## src/hdl/cfr_consts.svh

```systemverilog
// constants for the flags, reset and operand-format slice
// What this block does
// - zero flag set when result is zero
// - overflow flag marks arithmetic overflow
// - carry flag: carry, borrow, shifted-out bit
// - carry is bit-op one-bit accumulator
// - reset: vector pc, trace 0, masks 1
// - other flags reset to 0, datapath registers reset to zero
// - operands: bit, bcd, byte, word, long
// - bit ops select bit 0 to 7
// - decimal adjust treats byte as two digits
// - odd word/long address forced even, no error
// - fetch addresses also forced even
// - decoder supports 65 instruction types
// - eight shift and rotate types
// - fourteen bit-manipulation types on bytes
// - peripheral-synchronised transfers unsupported
// - negative flag copies result msb
// - half carry from bit 3, 11 or 27
`ifndef CFR_CONSTS_SVH
`define CFR_CONSTS_SVH
`define CFR_FLAG_C 0
`define CFR_FLAG_V 1
`define CFR_FLAG_Z 2
`define CFR_FLAG_N 3
`define CFR_FLAG_H 5
`define CFR_FLAG_I 7
`define CFR_EXT_TRACE 7
`define CFR_EXT_RESET 8'h7f
`define CFR_EXT_FIXED 8'h78
`define CFR_FLAGS_RESET 8'h80
`define CFR_HALF_B 3
`define CFR_HALF_W 11
`define CFR_HALF_L 27
`define CFR_ADDR_ADD 8'h00
`define CFR_ADDR_BADDR 8'h04
`define CFR_ADDR_NUMTYPES 8'h08
`define CFR_NUM_TYPES 8'h41
`define CFR_NUM_ARITH 8'h13
`define CFR_NUM_LOGIC 8'h04
`define CFR_NUM_SHIFT 8'h08
`define CFR_NUM_BITOP 8'h0e
`endif

```

## src/hdl/cfr_pkg.sv

```systemverilog
// types for the flags, reset and operand-format slice
package cfr_pkg;
  typedef enum logic [1:0] {
    CFR_SZ_B = 2'h0,
    CFR_SZ_W = 2'h1,
    CFR_SZ_L = 2'h2
  } cfr_size_t;
  typedef enum logic [4:0] {
    CFR_OP_ADD = 5'h00,
    CFR_OP_SUB = 5'h01,
    CFR_OP_CMP = 5'h02,
    CFR_OP_NEG = 5'h03,
    CFR_OP_AND = 5'h04,
    CFR_OP_OR = 5'h05,
    CFR_OP_XOR = 5'h06,
    CFR_OP_NOT = 5'h07,
    CFR_OP_SHAL = 5'h08,
    CFR_OP_SHAR = 5'h09,
    CFR_OP_SHLL = 5'h0a,
    CFR_OP_SHLR = 5'h0b,
    CFR_OP_ROTL = 5'h0c,
    CFR_OP_ROTR = 5'h0d,
    CFR_OP_ROTXL = 5'h0e,
    CFR_OP_ROTXR = 5'h0f,
    CFR_OP_BLD = 5'h10,
    CFR_OP_BILD = 5'h11,
    CFR_OP_BAND = 5'h12,
    CFR_OP_BIAND = 5'h13,
    CFR_OP_BOR = 5'h14,
    CFR_OP_BIOR = 5'h15,
    CFR_OP_BXOR = 5'h16,
    CFR_OP_BIXOR = 5'h17,
    CFR_OP_DADJ_ADD = 5'h18,
    CFR_OP_DADJ_SUB = 5'h19,
    CFR_OP_PSYNC = 5'h1a,
    CFR_OP_BTST = 5'h1b
  } cfr_op_t;
  typedef enum logic [1:0] {
    CFR_ST_RESET = 2'h0,
    CFR_ST_RUN = 2'h1
  } cfr_state_t;
endpackage

```

## src/hdl/cfr_core.sv

```systemverilog
// flags datapath, reset state and address alignment
//
// Strobed register access and the register addresses were chosen for this implementation.
`timescale 1ns/1ns
`include "cfr_consts.svh"
module cfr_core #(
  parameter logic [31:0] RESET_VECTOR = 32'h0000_0000
) (
  input wire logic clk_sys,
  input wire logic resetn,
  input wire logic op_valid,
  input wire cfr_pkg::cfr_op_t op_code,
  input wire cfr_pkg::cfr_size_t op_size,
  input wire logic [31:0] op_a,
  input wire logic [31:0] op_b,
  input wire logic [2:0] bit_sel,
  input wire logic [31:0] mem_addr,
  input wire cfr_pkg::cfr_size_t mem_size,
  input wire logic [31:0] fetch_addr,
  input wire logic [7:0] reg_addr,
  input wire logic [31:0] reg_wdata,
  input wire logic reg_wr,
  input wire logic reg_rd,
  output logic [31:0] reg_rdata,
  output logic [31:0] result_q,
  output logic [7:0] flags_q,
  output logic [7:0] ext_ctrl_q,
  output logic [31:0] pc_q,
  output logic [31:0] mem_addr_q,
  output logic [31:0] fetch_addr_q,
  output logic illegal_q
);
  // ==========================================================
  // size masks and operand width
  logic [31:0] msk;
  logic [5:0] msb_i;
  assign msk = (op_size == cfr_pkg::CFR_SZ_B) ? 32'h0000_00ff :
    (op_size == cfr_pkg::CFR_SZ_W) ? 32'h0000_ffff : 32'hffff_ffff;
  assign msb_i = (op_size == cfr_pkg::CFR_SZ_B) ? 6'h07 :
    (op_size == cfr_pkg::CFR_SZ_W) ? 6'h0f : 6'h1f;
  logic [5:0] hb_i;
  assign hb_i = (op_size == cfr_pkg::CFR_SZ_B) ? 6'(`CFR_HALF_B) :
    (op_size == cfr_pkg::CFR_SZ_W) ? 6'(`CFR_HALF_W) :
    6'(`CFR_HALF_L);
  logic [31:0] a_m, b_m;
  assign a_m = op_a & msk;
  assign b_m = op_b & msk;
  // ==========================================================
  // arithmetic, with carry chain visible per bit
  logic is_sub, is_neg;
  assign is_neg = op_code == cfr_pkg::CFR_OP_NEG;
  assign is_sub = (op_code == cfr_pkg::CFR_OP_SUB) ||
    (op_code == cfr_pkg::CFR_OP_CMP) || is_neg;
  logic [31:0] ax, bx;
  assign ax = is_neg ? 32'h0000_0000 : a_m;
  assign bx = is_neg ? a_m : b_m;
  logic [32:0] cy;
  logic [31:0] sum;
  assign cy[0] = is_sub;
  genvar g;
  for (g = 0; g < 32; g++) begin : g_add
    logic bb;
    assign bb = is_sub ? ~bx[g] : bx[g];
    assign sum[g] = ax[g] ^ bb ^ cy[g];
    assign cy[g + 1] = (ax[g] & bb) | (cy[g] & (ax[g] ^ bb));
  end
  logic [31:0] add_r;
  logic add_c, add_h, add_v;
  assign add_r = sum & msk;
  assign add_c = is_sub ? ~cy[msb_i + 6'h01] : cy[msb_i + 6'h01];
  assign add_h = is_sub ? ~cy[hb_i + 6'h01] : cy[hb_i + 6'h01];
  assign add_v = cy[msb_i + 6'd1] ^ cy[msb_i];
  // ==========================================================
  // shifts and rotates
  logic a_top, a_low;
  assign a_top = a_m[msb_i[4:0]];
  assign a_low = a_m[0];
  logic [31:0] shl, shr_l, shr_a;
  assign shl = (a_m << 1) & msk;
  assign shr_l = a_m >> 1;
  assign shr_a = shr_l | (a_top ? (msk & ~(msk >> 1)) : 32'h0000_0000);
  logic [31:0] topb;
  assign topb = msk & ~(msk >> 1);
  logic [31:0] sh_r;
  logic sh_c, sh_v;
  always_comb begin
    sh_r = shl;
    sh_c = a_top;
    sh_v = 1'b0;
    case (op_code)
      cfr_pkg::CFR_OP_SHAL: begin
        sh_v = a_top ^ a_m[msb_i[4:0] - 5'd1];
      end
      cfr_pkg::CFR_OP_SHAR: begin
        sh_r = shr_a;
        sh_c = a_low;
      end
      cfr_pkg::CFR_OP_SHLR: begin
        sh_r = shr_l;
        sh_c = a_low;
      end
      cfr_pkg::CFR_OP_ROTL: begin
        sh_r = shl | {31'h0000_0000, a_top};
      end
      cfr_pkg::CFR_OP_ROTR: begin
        sh_r = shr_l | (a_low ? topb : 32'h0000_0000);
        sh_c = a_low;
      end
      cfr_pkg::CFR_OP_ROTXL: begin
        sh_r = shl | {31'h0000_0000, flags_q[`CFR_FLAG_C]};
      end
      cfr_pkg::CFR_OP_ROTXR: begin
        sh_r = shr_l | (flags_q[`CFR_FLAG_C] ? topb : 32'h0000_0000);
        sh_c = a_low;
      end
      default: begin
      end
    endcase
  end
  // ==========================================================
  // bit select from byte
  logic sel_bit;
  assign sel_bit = op_a[bit_sel];
  logic c_in;
  assign c_in = flags_q[`CFR_FLAG_C];
  logic bit_c;
  always_comb begin
    case (op_code)
      cfr_pkg::CFR_OP_BLD: bit_c = sel_bit;
      cfr_pkg::CFR_OP_BILD: bit_c = ~sel_bit;
      cfr_pkg::CFR_OP_BAND: bit_c = c_in & sel_bit;
      cfr_pkg::CFR_OP_BIAND: bit_c = c_in & ~sel_bit;
      cfr_pkg::CFR_OP_BOR: bit_c = c_in | sel_bit;
      cfr_pkg::CFR_OP_BIOR: bit_c = c_in | ~sel_bit;
      cfr_pkg::CFR_OP_BXOR: bit_c = c_in ^ sel_bit;
      cfr_pkg::CFR_OP_BIXOR: bit_c = c_in ^ ~sel_bit;
      default: bit_c = c_in;
    endcase
  end
  // ==========================================================
  // decimal adjust, two digits
  logic [3:0] lo_d;
  assign lo_d = op_a[3:0];
  logic adj_lo, adj_hi;
  assign adj_lo = flags_q[`CFR_FLAG_H] || (lo_d > 4'h9);
  assign adj_hi = c_in || (op_a[7:0] > 8'h99);
  logic [7:0] dadj;
  assign dadj = {(adj_hi ? 4'h6 : 4'h0), (adj_lo ? 4'h6 : 4'h0)};
  logic [7:0] dadj_add_r, dadj_sub_r;
  assign dadj_add_r = op_a[7:0] + dadj;
  assign dadj_sub_r = op_a[7:0] - {(c_in ? 4'h6 : 4'h0),
    (flags_q[`CFR_FLAG_H] ? 4'h6 : 4'h0)};
  // ==========================================================
  // result and flag selection
  logic [31:0] res_d;
  logic [7:0] flags_d;
  logic upd_nz, illegal_d;
  logic is_arith, is_logic, is_shift, is_bit, is_dec;
  assign is_arith = op_code <= cfr_pkg::CFR_OP_NEG;
  assign is_logic = (op_code >= cfr_pkg::CFR_OP_AND) &&
    (op_code <= cfr_pkg::CFR_OP_NOT);
  assign is_shift = (op_code >= cfr_pkg::CFR_OP_SHAL) &&
    (op_code <= cfr_pkg::CFR_OP_ROTXR);
  assign is_bit = (op_code >= cfr_pkg::CFR_OP_BLD) &&
    (op_code <= cfr_pkg::CFR_OP_BIXOR);
  assign is_dec = (op_code == cfr_pkg::CFR_OP_DADJ_ADD) ||
    (op_code == cfr_pkg::CFR_OP_DADJ_SUB);
  always_comb begin
    res_d = result_q;
    flags_d = flags_q;
    upd_nz = 1'b1;
    illegal_d = 1'b0;
    if (is_arith) begin
      res_d = add_r;
      flags_d[`CFR_FLAG_C] = add_c;
      flags_d[`CFR_FLAG_V] = add_v;
      flags_d[`CFR_FLAG_H] = add_h;
    end else if (is_logic) begin
      case (op_code)
        cfr_pkg::CFR_OP_AND: res_d = a_m & b_m;
        cfr_pkg::CFR_OP_OR: res_d = a_m | b_m;
        cfr_pkg::CFR_OP_XOR: res_d = a_m ^ b_m;
        default: res_d = ~a_m & msk;
      endcase
      flags_d[`CFR_FLAG_V] = 1'b0;
    end else if (is_shift) begin
      res_d = sh_r;
      flags_d[`CFR_FLAG_C] = sh_c;
      flags_d[`CFR_FLAG_V] = sh_v;
    end else if (is_bit) begin
      flags_d[`CFR_FLAG_C] = bit_c;
      upd_nz = 1'b0;
    end else if (op_code == cfr_pkg::CFR_OP_BTST) begin
      flags_d[`CFR_FLAG_Z] = ~sel_bit;
      upd_nz = 1'b0;
    end else if (is_dec) begin
      res_d = {24'h00_0000, (op_code == cfr_pkg::CFR_OP_DADJ_ADD) ?
        dadj_add_r : dadj_sub_r};
      if (op_code == cfr_pkg::CFR_OP_DADJ_ADD) begin
        flags_d[`CFR_FLAG_C] = adj_hi;
      end
    end else begin
      illegal_d = 1'b1;
      upd_nz = 1'b0;
    end
    if (upd_nz) begin
      flags_d[`CFR_FLAG_Z] = (is_dec ? res_d[7:0] == 8'h00 :
        res_d == 32'h0000_0000);
      flags_d[`CFR_FLAG_N] = is_dec ? res_d[7] : res_d[msb_i[4:0]];
    end
  end
  // ==========================================================
  // odd word/long data address forced even, fetch address always
  logic [31:0] maddr_d, faddr_d;
  assign maddr_d = (mem_size == cfr_pkg::CFR_SZ_B) ? mem_addr :
    {mem_addr[31:1], 1'b0};
  assign faddr_d = {fetch_addr[31:1], 1'b0};
  // ==========================================================
  // register port decode
  logic wr_add, wr_flags;
  assign wr_add = reg_wr && reg_addr == `CFR_ADDR_ADD;
  assign wr_flags = reg_wr && reg_addr == `CFR_ADDR_BADDR;
  logic [31:0] rd_d;
  assign rd_d = (reg_addr == `CFR_ADDR_ADD) ? {24'h00_0000, flags_q} :
    (reg_addr == `CFR_ADDR_BADDR) ? {24'h00_0000, ext_ctrl_q} :
    (reg_addr == `CFR_ADDR_NUMTYPES) ? {`CFR_NUM_BITOP,
    `CFR_NUM_SHIFT, `CFR_NUM_ARITH, `CFR_NUM_TYPES} : 32'h0000_0000;
  // ==========================================================
  // reset exception state
  always_ff @(posedge clk_sys) begin
    if (!resetn) begin
      pc_q <= RESET_VECTOR;
      ext_ctrl_q <= `CFR_EXT_RESET;
      flags_q <= `CFR_FLAGS_RESET;
      illegal_q <= 1'b0;
      reg_rdata <= 32'h0000_0000;
    end else begin
      pc_q <= faddr_d;
      illegal_q <= op_valid && illegal_d;
      reg_rdata <= reg_rd ? rd_d : 32'h0000_0000;
      if (wr_add) begin
        flags_q <= reg_wdata[7:0];
      end else if (op_valid) begin
        flags_q <= flags_d;
      end
      if (wr_flags) begin
        ext_ctrl_q <= reg_wdata[7:0] | `CFR_EXT_FIXED;
      end
    end
  end
  // datapath regs reset-initialised to zero
  always_ff @(posedge clk_sys) begin
    if (!resetn) begin
      result_q <= 32'h0000_0000;
      mem_addr_q <= 32'h0000_0000;
      fetch_addr_q <= 32'h0000_0000;
    end else begin
      if (op_valid) begin
        result_q <= res_d;
      end
      mem_addr_q <= maddr_d;
      fetch_addr_q <= faddr_d;
    end
  end
  // ==========================================================
  // checks
  AST_ZERO: assert property (@(posedge clk_sys) disable iff (!resetn)
    op_valid && is_arith && !reg_wr |=>
    flags_q[`CFR_FLAG_Z] == (result_q == 32'h0000_0000))
    else $error("zero flag mismatch");
  AST_OVF: assert property (@(posedge clk_sys) disable iff (!resetn)
    op_valid && is_logic && !reg_wr |=> !flags_q[`CFR_FLAG_V])
    else $error("overflow not cleared");
  AST_CARRY: assert property (@(posedge clk_sys) disable iff (!resetn)
    op_valid && op_code == cfr_pkg::CFR_OP_SHLR && !reg_wr |=>
    flags_q[`CFR_FLAG_C] == $past(op_a[0]))
    else $error("shift carry wrong");
  AST_BLD: assert property (@(posedge clk_sys) disable iff (!resetn)
    op_valid && op_code == cfr_pkg::CFR_OP_BLD && !reg_wr |=>
    flags_q[`CFR_FLAG_C] == $past(sel_bit))
    else $error("bit load carry wrong");
  AST_RESET: assert property (@(posedge clk_sys)
    !resetn |=> flags_q[`CFR_FLAG_I] && ext_ctrl_q[`CFR_EXT_TRACE] == 1'b0
    && pc_q == RESET_VECTOR)
    else $error("reset state wrong");
  AST_MALIGN: assert property (@(posedge clk_sys) disable iff (!resetn)
    mem_size != cfr_pkg::CFR_SZ_B |=> mem_addr_q[0] == 1'b0)
    else $error("odd data address passed");
  AST_FALIGN: assert property (@(posedge clk_sys) disable iff (!resetn)
    1'b1 |=> fetch_addr_q[0] == 1'b0 && pc_q == fetch_addr_q)
    else $error("odd fetch address passed");
  AST_PSYNC: assert property (@(posedge clk_sys) disable iff (!resetn)
    op_valid && op_code == cfr_pkg::CFR_OP_PSYNC |=> illegal_q)
    else $error("unsupported op accepted");
  AST_NEG: assert property (@(posedge clk_sys) disable iff (!resetn)
    op_valid && is_logic && op_size == cfr_pkg::CFR_SZ_B && !reg_wr |=>
    flags_q[`CFR_FLAG_N] == result_q[7])
    else $error("negative flag wrong");
endmodule // cfr_core

```

## config.mk

```make
export PLATFORM = sky130hd
export DESIGN_NAME = cfr_core
export DESIGN_NICKNAME = d
export VERILOG_FILES = /design/src/hdl/cfr_pkg.sv /design/src/hdl/cfr_core.sv
export VERILOG_INCLUDE_DIRS = /design/src /design/src/hdl
export SDC_FILE = /design/constraint.sdc
export NUM_CORES = 1
export LEC_CHECK = 0
export ABC_AREA = 1
export BUFFER_PORTS_ARGS = -buffer_cell sky130_fd_sc_hd__buf_2
export CAP_MARGIN = 20
export CORE_UTILIZATION = 56
export DETAILED_ROUTE_END_ITERATION = 16
export MAX_ROUTING_LAYER = met4
export PLACE_DENSITY = 0.95
export SLEW_MARGIN = 20
export SYNTH_ARGS = -nofsm -noshare
export SYNTH_HDL_FRONTEND = slang
export SYNTH_SLANG_ARGS = --single-unit
```

## constraint.sdc

```tcl
create_clock -name clk_sys -period 34.4 [get_ports clk_sys]
set_clock_uncertainty 0.1 [all_clocks]
set_input_delay 1.72 -clock clk_sys [delete_from_list [all_inputs] [get_ports clk_sys]]
set_output_delay 1.72 -clock clk_sys [all_outputs]
set_load 0.02 [all_outputs]
```

======== Word level (Yosys, flattened, before mapping) ========
Cells that the tools add are included.
storage, ports and cells
  register bits ........................... 137
  output and inout port bits .............. 177
operators by class
  add/sub/neg operators ................... 5
  magnitude comparators ................... 15
  eq/ne operators ......................... 34
  muxes and demuxes ....................... 110
  bitwise logic cells ..................... 221
  reduce and logical (&&, ||, !) cells .... 32
operator list
  cell                                            count
  two-way mux 32 bit                              13
  AND 32 bit                                      7
  case mux 32 bit (6 select lines)                1
  OR 31 x 32 -> 32 bit                            3
  case mux 32 bit (3 select lines)                1
  two-way mux 1 bit                               71
  XOR 1 bit                                       68
  AND 1 bit                                       66
  OR 32 x 1 -> 32 bit                             2
  == test 5 bit (second input constant)           11
  inverter 1 bit                                  37
  == test 5 x 4 -> 1 bit (second input constant)  7
  OR 1 bit                                        34
  zero test 32 bit                                1
  two-way mux 8 bit                               4
  inverter 31 -> 32 bit                           1
  inverter 32 bit                                 1
  OR 32 bit                                       1
  XOR 32 bit                                      1
  two-way mux 28 bit                              1
  two-way mux 5 bit                               4
  binary-select mux 1 bit (select 6 bit)          3
  zero test 8 bit                                 2
  binary-select mux 1 bit (select 5 bit)          3
  other kinds (41)                                74

======== Depth between registers and ports, before layout ========
  word-level depth ........................ 79
  depth in mapped cells ................... 55
  depth with buffers taken out ............ 52

======== Worst setup path after synthesis ========
No wires, ideal clock.
  kind .................................... in2reg
  start point ............................. in op_code[3]
  end point ............................... reg flags_q[2]
  arrival ................................. 15.834 ns
  data required time ...................... 34.169 ns
  path slack .............................. 18.336 ns
  stages .................................. 52
  buffers on the path ..................... 3
  cell sequence ........................... buf_4 -> inv_2 -> nand2_4 -> nor2_8 -> nand2_2 -> clkbuf_1 -> buf_1 -> nand2_1 -> o21ai_0 -> xor2_1 -> fa_1 -> inv_1 -> fa_1 -> fa_1 -> fa_1 -> fa_1 -> fa_1 -> fa_1 -> [... 16 more ...] -> fa_1 -> fa_1 -> fa_1 -> fa_1 -> fa_1 -> fa_1 -> inv_1 -> fa_1 -> fa_1 -> fa_1 -> o21ai_0 -> nand2_1 -> nand3_1 -> nor2_1 -> nand4_1 -> nand2_1 -> nand2_1 -> a21oi_2
between the ends
  cells in the longest elaborated chain, start to end .. 75
ends and longest elaborated chain
  item                                                    RTL line                        text
  from (decl)                                             cfr_core.sv:12                  input wire cfr_pkg::cfr_op_t op_code,
  == test 5 x 2 -> 1 bit (tied with other cells)          cfr_core.sv:51                  assign is_neg = op_code == cfr_pkg::CFR_OP_NEG;
  two-way mux 32 bit or logical OR 1 bit (tied branches)  cfr_core.sv:56, cfr_core.sv:52
  inverter 1 bit or logical OR 1 bit (tied branches)      cfr_core.sv:63, cfr_core.sv:53
  two-way mux 1 bit                                       cfr_core.sv:63                  assign bb = is_sub ? ~bx[g] : bx[g];
  XOR 1 bit                                               cfr_core.sv:64, cfr_core.sv:65
  AND 1 bit                                               cfr_core.sv:65                  assign cy[g + 1] = (ax[g] & bb) | (cy[g] & (ax[g] ^ bb));
  OR 1 bit                                                cfr_core.sv:65
  AND 1 bit                                               cfr_core.sv:65
  [... 59 more ...]                                       -
  XOR 1 bit                                               cfr_core.sv:64                  assign sum[g] = ax[g] ^ bb ^ cy[g];
  AND 32 bit                                              cfr_core.sv:69                  assign add_r = sum & msk;
  two-way mux 32 bit                                      cfr_core.sv:173                 if (is_arith) begin
  zero test 32 bit                                        cfr_core.sv:208                 res_d == 32'h0000_0000);
  two-way mux 1 bit                                       cfr_core.sv:207                 flags_d[`CFR_FLAG_Z] = (is_dec ? res_d[7:0] == 8'h00 :
  two-way mux 2 bit                                       cfr_core.sv:206                 if (upd_nz) begin
  two-way mux 6 bit                                       cfr_core.sv:243                 end else if (op_valid) begin
  two-way mux 8 bit                                       cfr_core.sv:241                 if (wr_add) begin
  to (signal assigned)                                    cfr_core.sv:234                 flags_q <= `CFR_FLAGS_RESET;
  to (signal assigned)                                    cfr_core.sv:242                 flags_q <= reg_wdata[7:0];
  to (signal assigned)                                    cfr_core.sv:244                 flags_q <= flags_d;
  to (decl)                                               cfr_core.sv:26                  output logic [7:0] flags_q,
Several ways; a longest one is shown, not always the timed one. The select of a mux whose other input is x is not followed.
A chain may end at the register's enable or synchronous reset.

======== Worst setup path after layout ========
  start point ............................. in op_code[4]
  end point ............................... reg flags_q[2]
Same word-level chain as after synthesis.

==> flow_summary.toml <==
[floorplan]
rows = 49
fp.dieH_microns = 140
die_w_microns = 140
die_area_sq_um = 19500
ios = 362
core_region_area_sq_um = 18300
initial_core_util = 0.581

[yosys]
avgSynthCellArea_sq_um = 6.33
netlist_instances = 1676
synth_edf_count = 0
synth-seq-area-share = 0.221
yosysUniqueCellTypes = 53
yosysWarnings = 0
synth_flop_cell = "dfxtp_1"
syn_area_sq_um = 10600
synth_seq_cells = 117
synth-async-reset-ratio = 0

[clock_tree]
postCtsSetupBuffers = 0
cts_buffers = 17
clkTransAtPathRegs_ns = 0.06
cts_buffer_depth = 2
clock-sinks = 117
cts_hold_buf = 0
cts.root.buffer_cell = "clkbuf_16"
ctsResizeCount = 0
cts_tree = "done"
cts_max_level = 4
clk_latency_ns = 0.43

[place]
numPortBuffers = 313
gp_congestion = 1.02
dp_hpwl_mm = 28.8
post-place-cells = 2119

[detailed_routing]
vias = 12200
ant_nets = 0
routedWlPerCell_microns = 18.6
first_pass_iters = 8
wl_mm = 40.0
drt_iter0_markers = 1649
drc = 0
via_per_inst = 5.65

[final_layout]
final_cells = 2156
seq_area_sq_um = 2340
multiInputGateArea_sq_um = 6520
finish.utilization = 0.682
area_delta_synth_final_pct = 17.5
layout.nets = 2199
layout-drive-gt1-share = 0.205
fillers = 1603

[pwr]
p_clk_frac = 0.408
max-vdd-ir-drop_mv = 0.0319
combPwrFrac = 0.281
power_leakage_nw = 7.61
swShare = 0.351
power_density_nw_per_um2 = 38.0
power_mw = 0.474
switching_power_mw = 0.166
intPower_mw = 0.308
seqPwrFrac = 0.311

[critical_path]
crit_type = "primary input to flop"
critPathLaunchType = "primary input"
slowest_stage = "fa_1"
cp_max_fo = 24
slowest_delay_ns = 0.53
end_kind = "flop"
required_ns = 34.59
cpMostUsedCell = "fa_1"
crit_arrival_ns = 18.06

[sta]
whs_ns = 0.396
hold_viol = 0
fmax_ghz = 0.0559
setup_tns_ns = 0
period_share = 0.520
final-setup-viol-count = 0
tightest_slew_ns = 1.07
rsz0062_at_grt = "no"
drv_slew = 0
finalCriticalPeriod_ns = 17.88
maxSlewHeadroom = 0.282

[run]
maxCapViolCount = 0

[grt]
track_usage = 0.418
grt_max_degree = 64
grt_pass1_vias = 11500
globalRouteOverflowTotal = 0
grt_first_pass_wirelength_mm = 61.1
antenna_found_initial = 4

[hold_path]
min_path_type = "flop to flop"

[outcome]
status = "complete, no violations"
==> kinds of logic after synthesis <==
kind of cell | share of synthesized area
simple gates | 0.308
xor+xnor | 0.0289
buf+inv | 0.172
flops | 0.221
fa+ha+maj | 0.145
other cells | 0.000708
compound gates | 0.123
==> flip-flops by register name (all words and copies together), names as in the netlist <==
signal	cells
fetch_addr_q	31
ext_ctrl_q	4
flags_q	8
mem_addr_q	32
result_q	32
illegal_q	1
reg_rdata	9
==> power groups by stage <==
stage	clock network [mW]	registers, mW	logic (mW)
2_1_floorplan	0	0.158	0.0792
3_3_place_gp	0	0.150	0.124
3_5_place_dp	0	0.150	0.127
4_1_cts	0.194	0.147	0.129
5_1_grt	0.200	0.148	0.145
6_report	0.193	0.147	0.133
==> layout by cell type, fill, tap and decap left out, types with 4 or more instances in the layout <==
master | netlist | routed
xor2_1 | 33 | 33
inv_1 | 260 | 260
or2_2 | 5 | 5
bufinv_16 | 0 | 4
dfxtp_1 | 117 | 117
nor2_4 | 6 | 6
o21ai_0 | 103 | 103
nand3_1 | 74 | 74
nor2_1 | 167 | 166
fa_1 | 32 | 32
buf_4 | 67 | 10
clkinv_4 | 0 | 5
o21ai_1 | 8 | 8
o22ai_1 | 5 | 5
a21boi_1 | 4 | 4
conb_1 | 2 | 23
a21oi_1 | 73 | 73
nand2_2 | 4 | 4
buf_2 | 25 | 313
clkbuf_16 | 0 | 17
nand2_1 | 490 | 490
ha_1 | 72 | 72
a31oi_1 | 4 | 4
nor2_2 | 5 | 6
inv_2 | 7 | 7
o211ai_1 | 18 | 18
diode_2 | 0 | 5
nand4_1 | 11 | 11
nor3_1 | 5 | 5
==> through the flow <==
step,setup WS [ns],instance area [sq um]
finish,16.52,12500
global route,16.00,12500
CTS,16.77,12400
detailed placement,16.42,11800
global placement,16.57,11800
floorplan,18.34,10700
==> cells in the mapped netlist (6+ instances only) <==
master	instances	area, sq um
a21oi_1	73	365
buf_2	25	125
buf_4	67	503
clkbuf_1	29	109
dfxtp_1	117	2340
fa_1	32	641
ha_1	72	901
inv_1	260	976
inv_2	7	26.3
nand2_1	490	1840
nand3_1	74	370
nand4_1	11	68.8
nor2_1	167	627
nor2_4	6	67.6
o211ai_1	18	135
o21ai_0	103	515
o21ai_1	8	40.0
xor2_1	33	289
==> worst paths after layout <==
kind	startpoint	endpoint	slack, ns	cells after the start
worst min register to register	flags_q[7]	flags_q[7]	0.40	2
worst max-delay path	op_code[4]	flags_q[2]	16.52	49
worst min-delay path	flags_q[7]	flags_q[7]	0.40	2
worst max register to register	flags_q[5]	flags_q[2]	30.94	18
==> layout make-up <==
cell class,instances,area share
Clock inverter,14,0.0161
Antenna cell,5,0.00100
Tap cell,229,0.0230
Inverter,271,0.0818
Sequential cell,117,0.188
Clock buffer,17,0.0341
Multi-Input combinational cell,1179,0.523
Timing Repair Buffer,324,0.133
==> critical path, delay by kind of cell <==
family / cells / cell delay (ns)
adder cells (fa/ha/maj): 31 / 13.01
AND/OR/NAND/NOR: 9 / 1.52
buffers and inverters: 6 / 1.17
XOR/XNOR: 1 / 0.29
AO/OA/AOI/OAI: 2 / 0.30
==> per-layer routing <==
metal	part of all wire	routed length (microns)	vias to the layer above	global-route usage
li1	-	-	5555	-
met1	0.35	13900	5408	0.467
met2	0.46	18600	980	0.681
met3	0.12	4900	233	0.0819
met4	0.067	2660	0	0.278
met5	0	0	-	-
(Power assumes the default switching activity.)
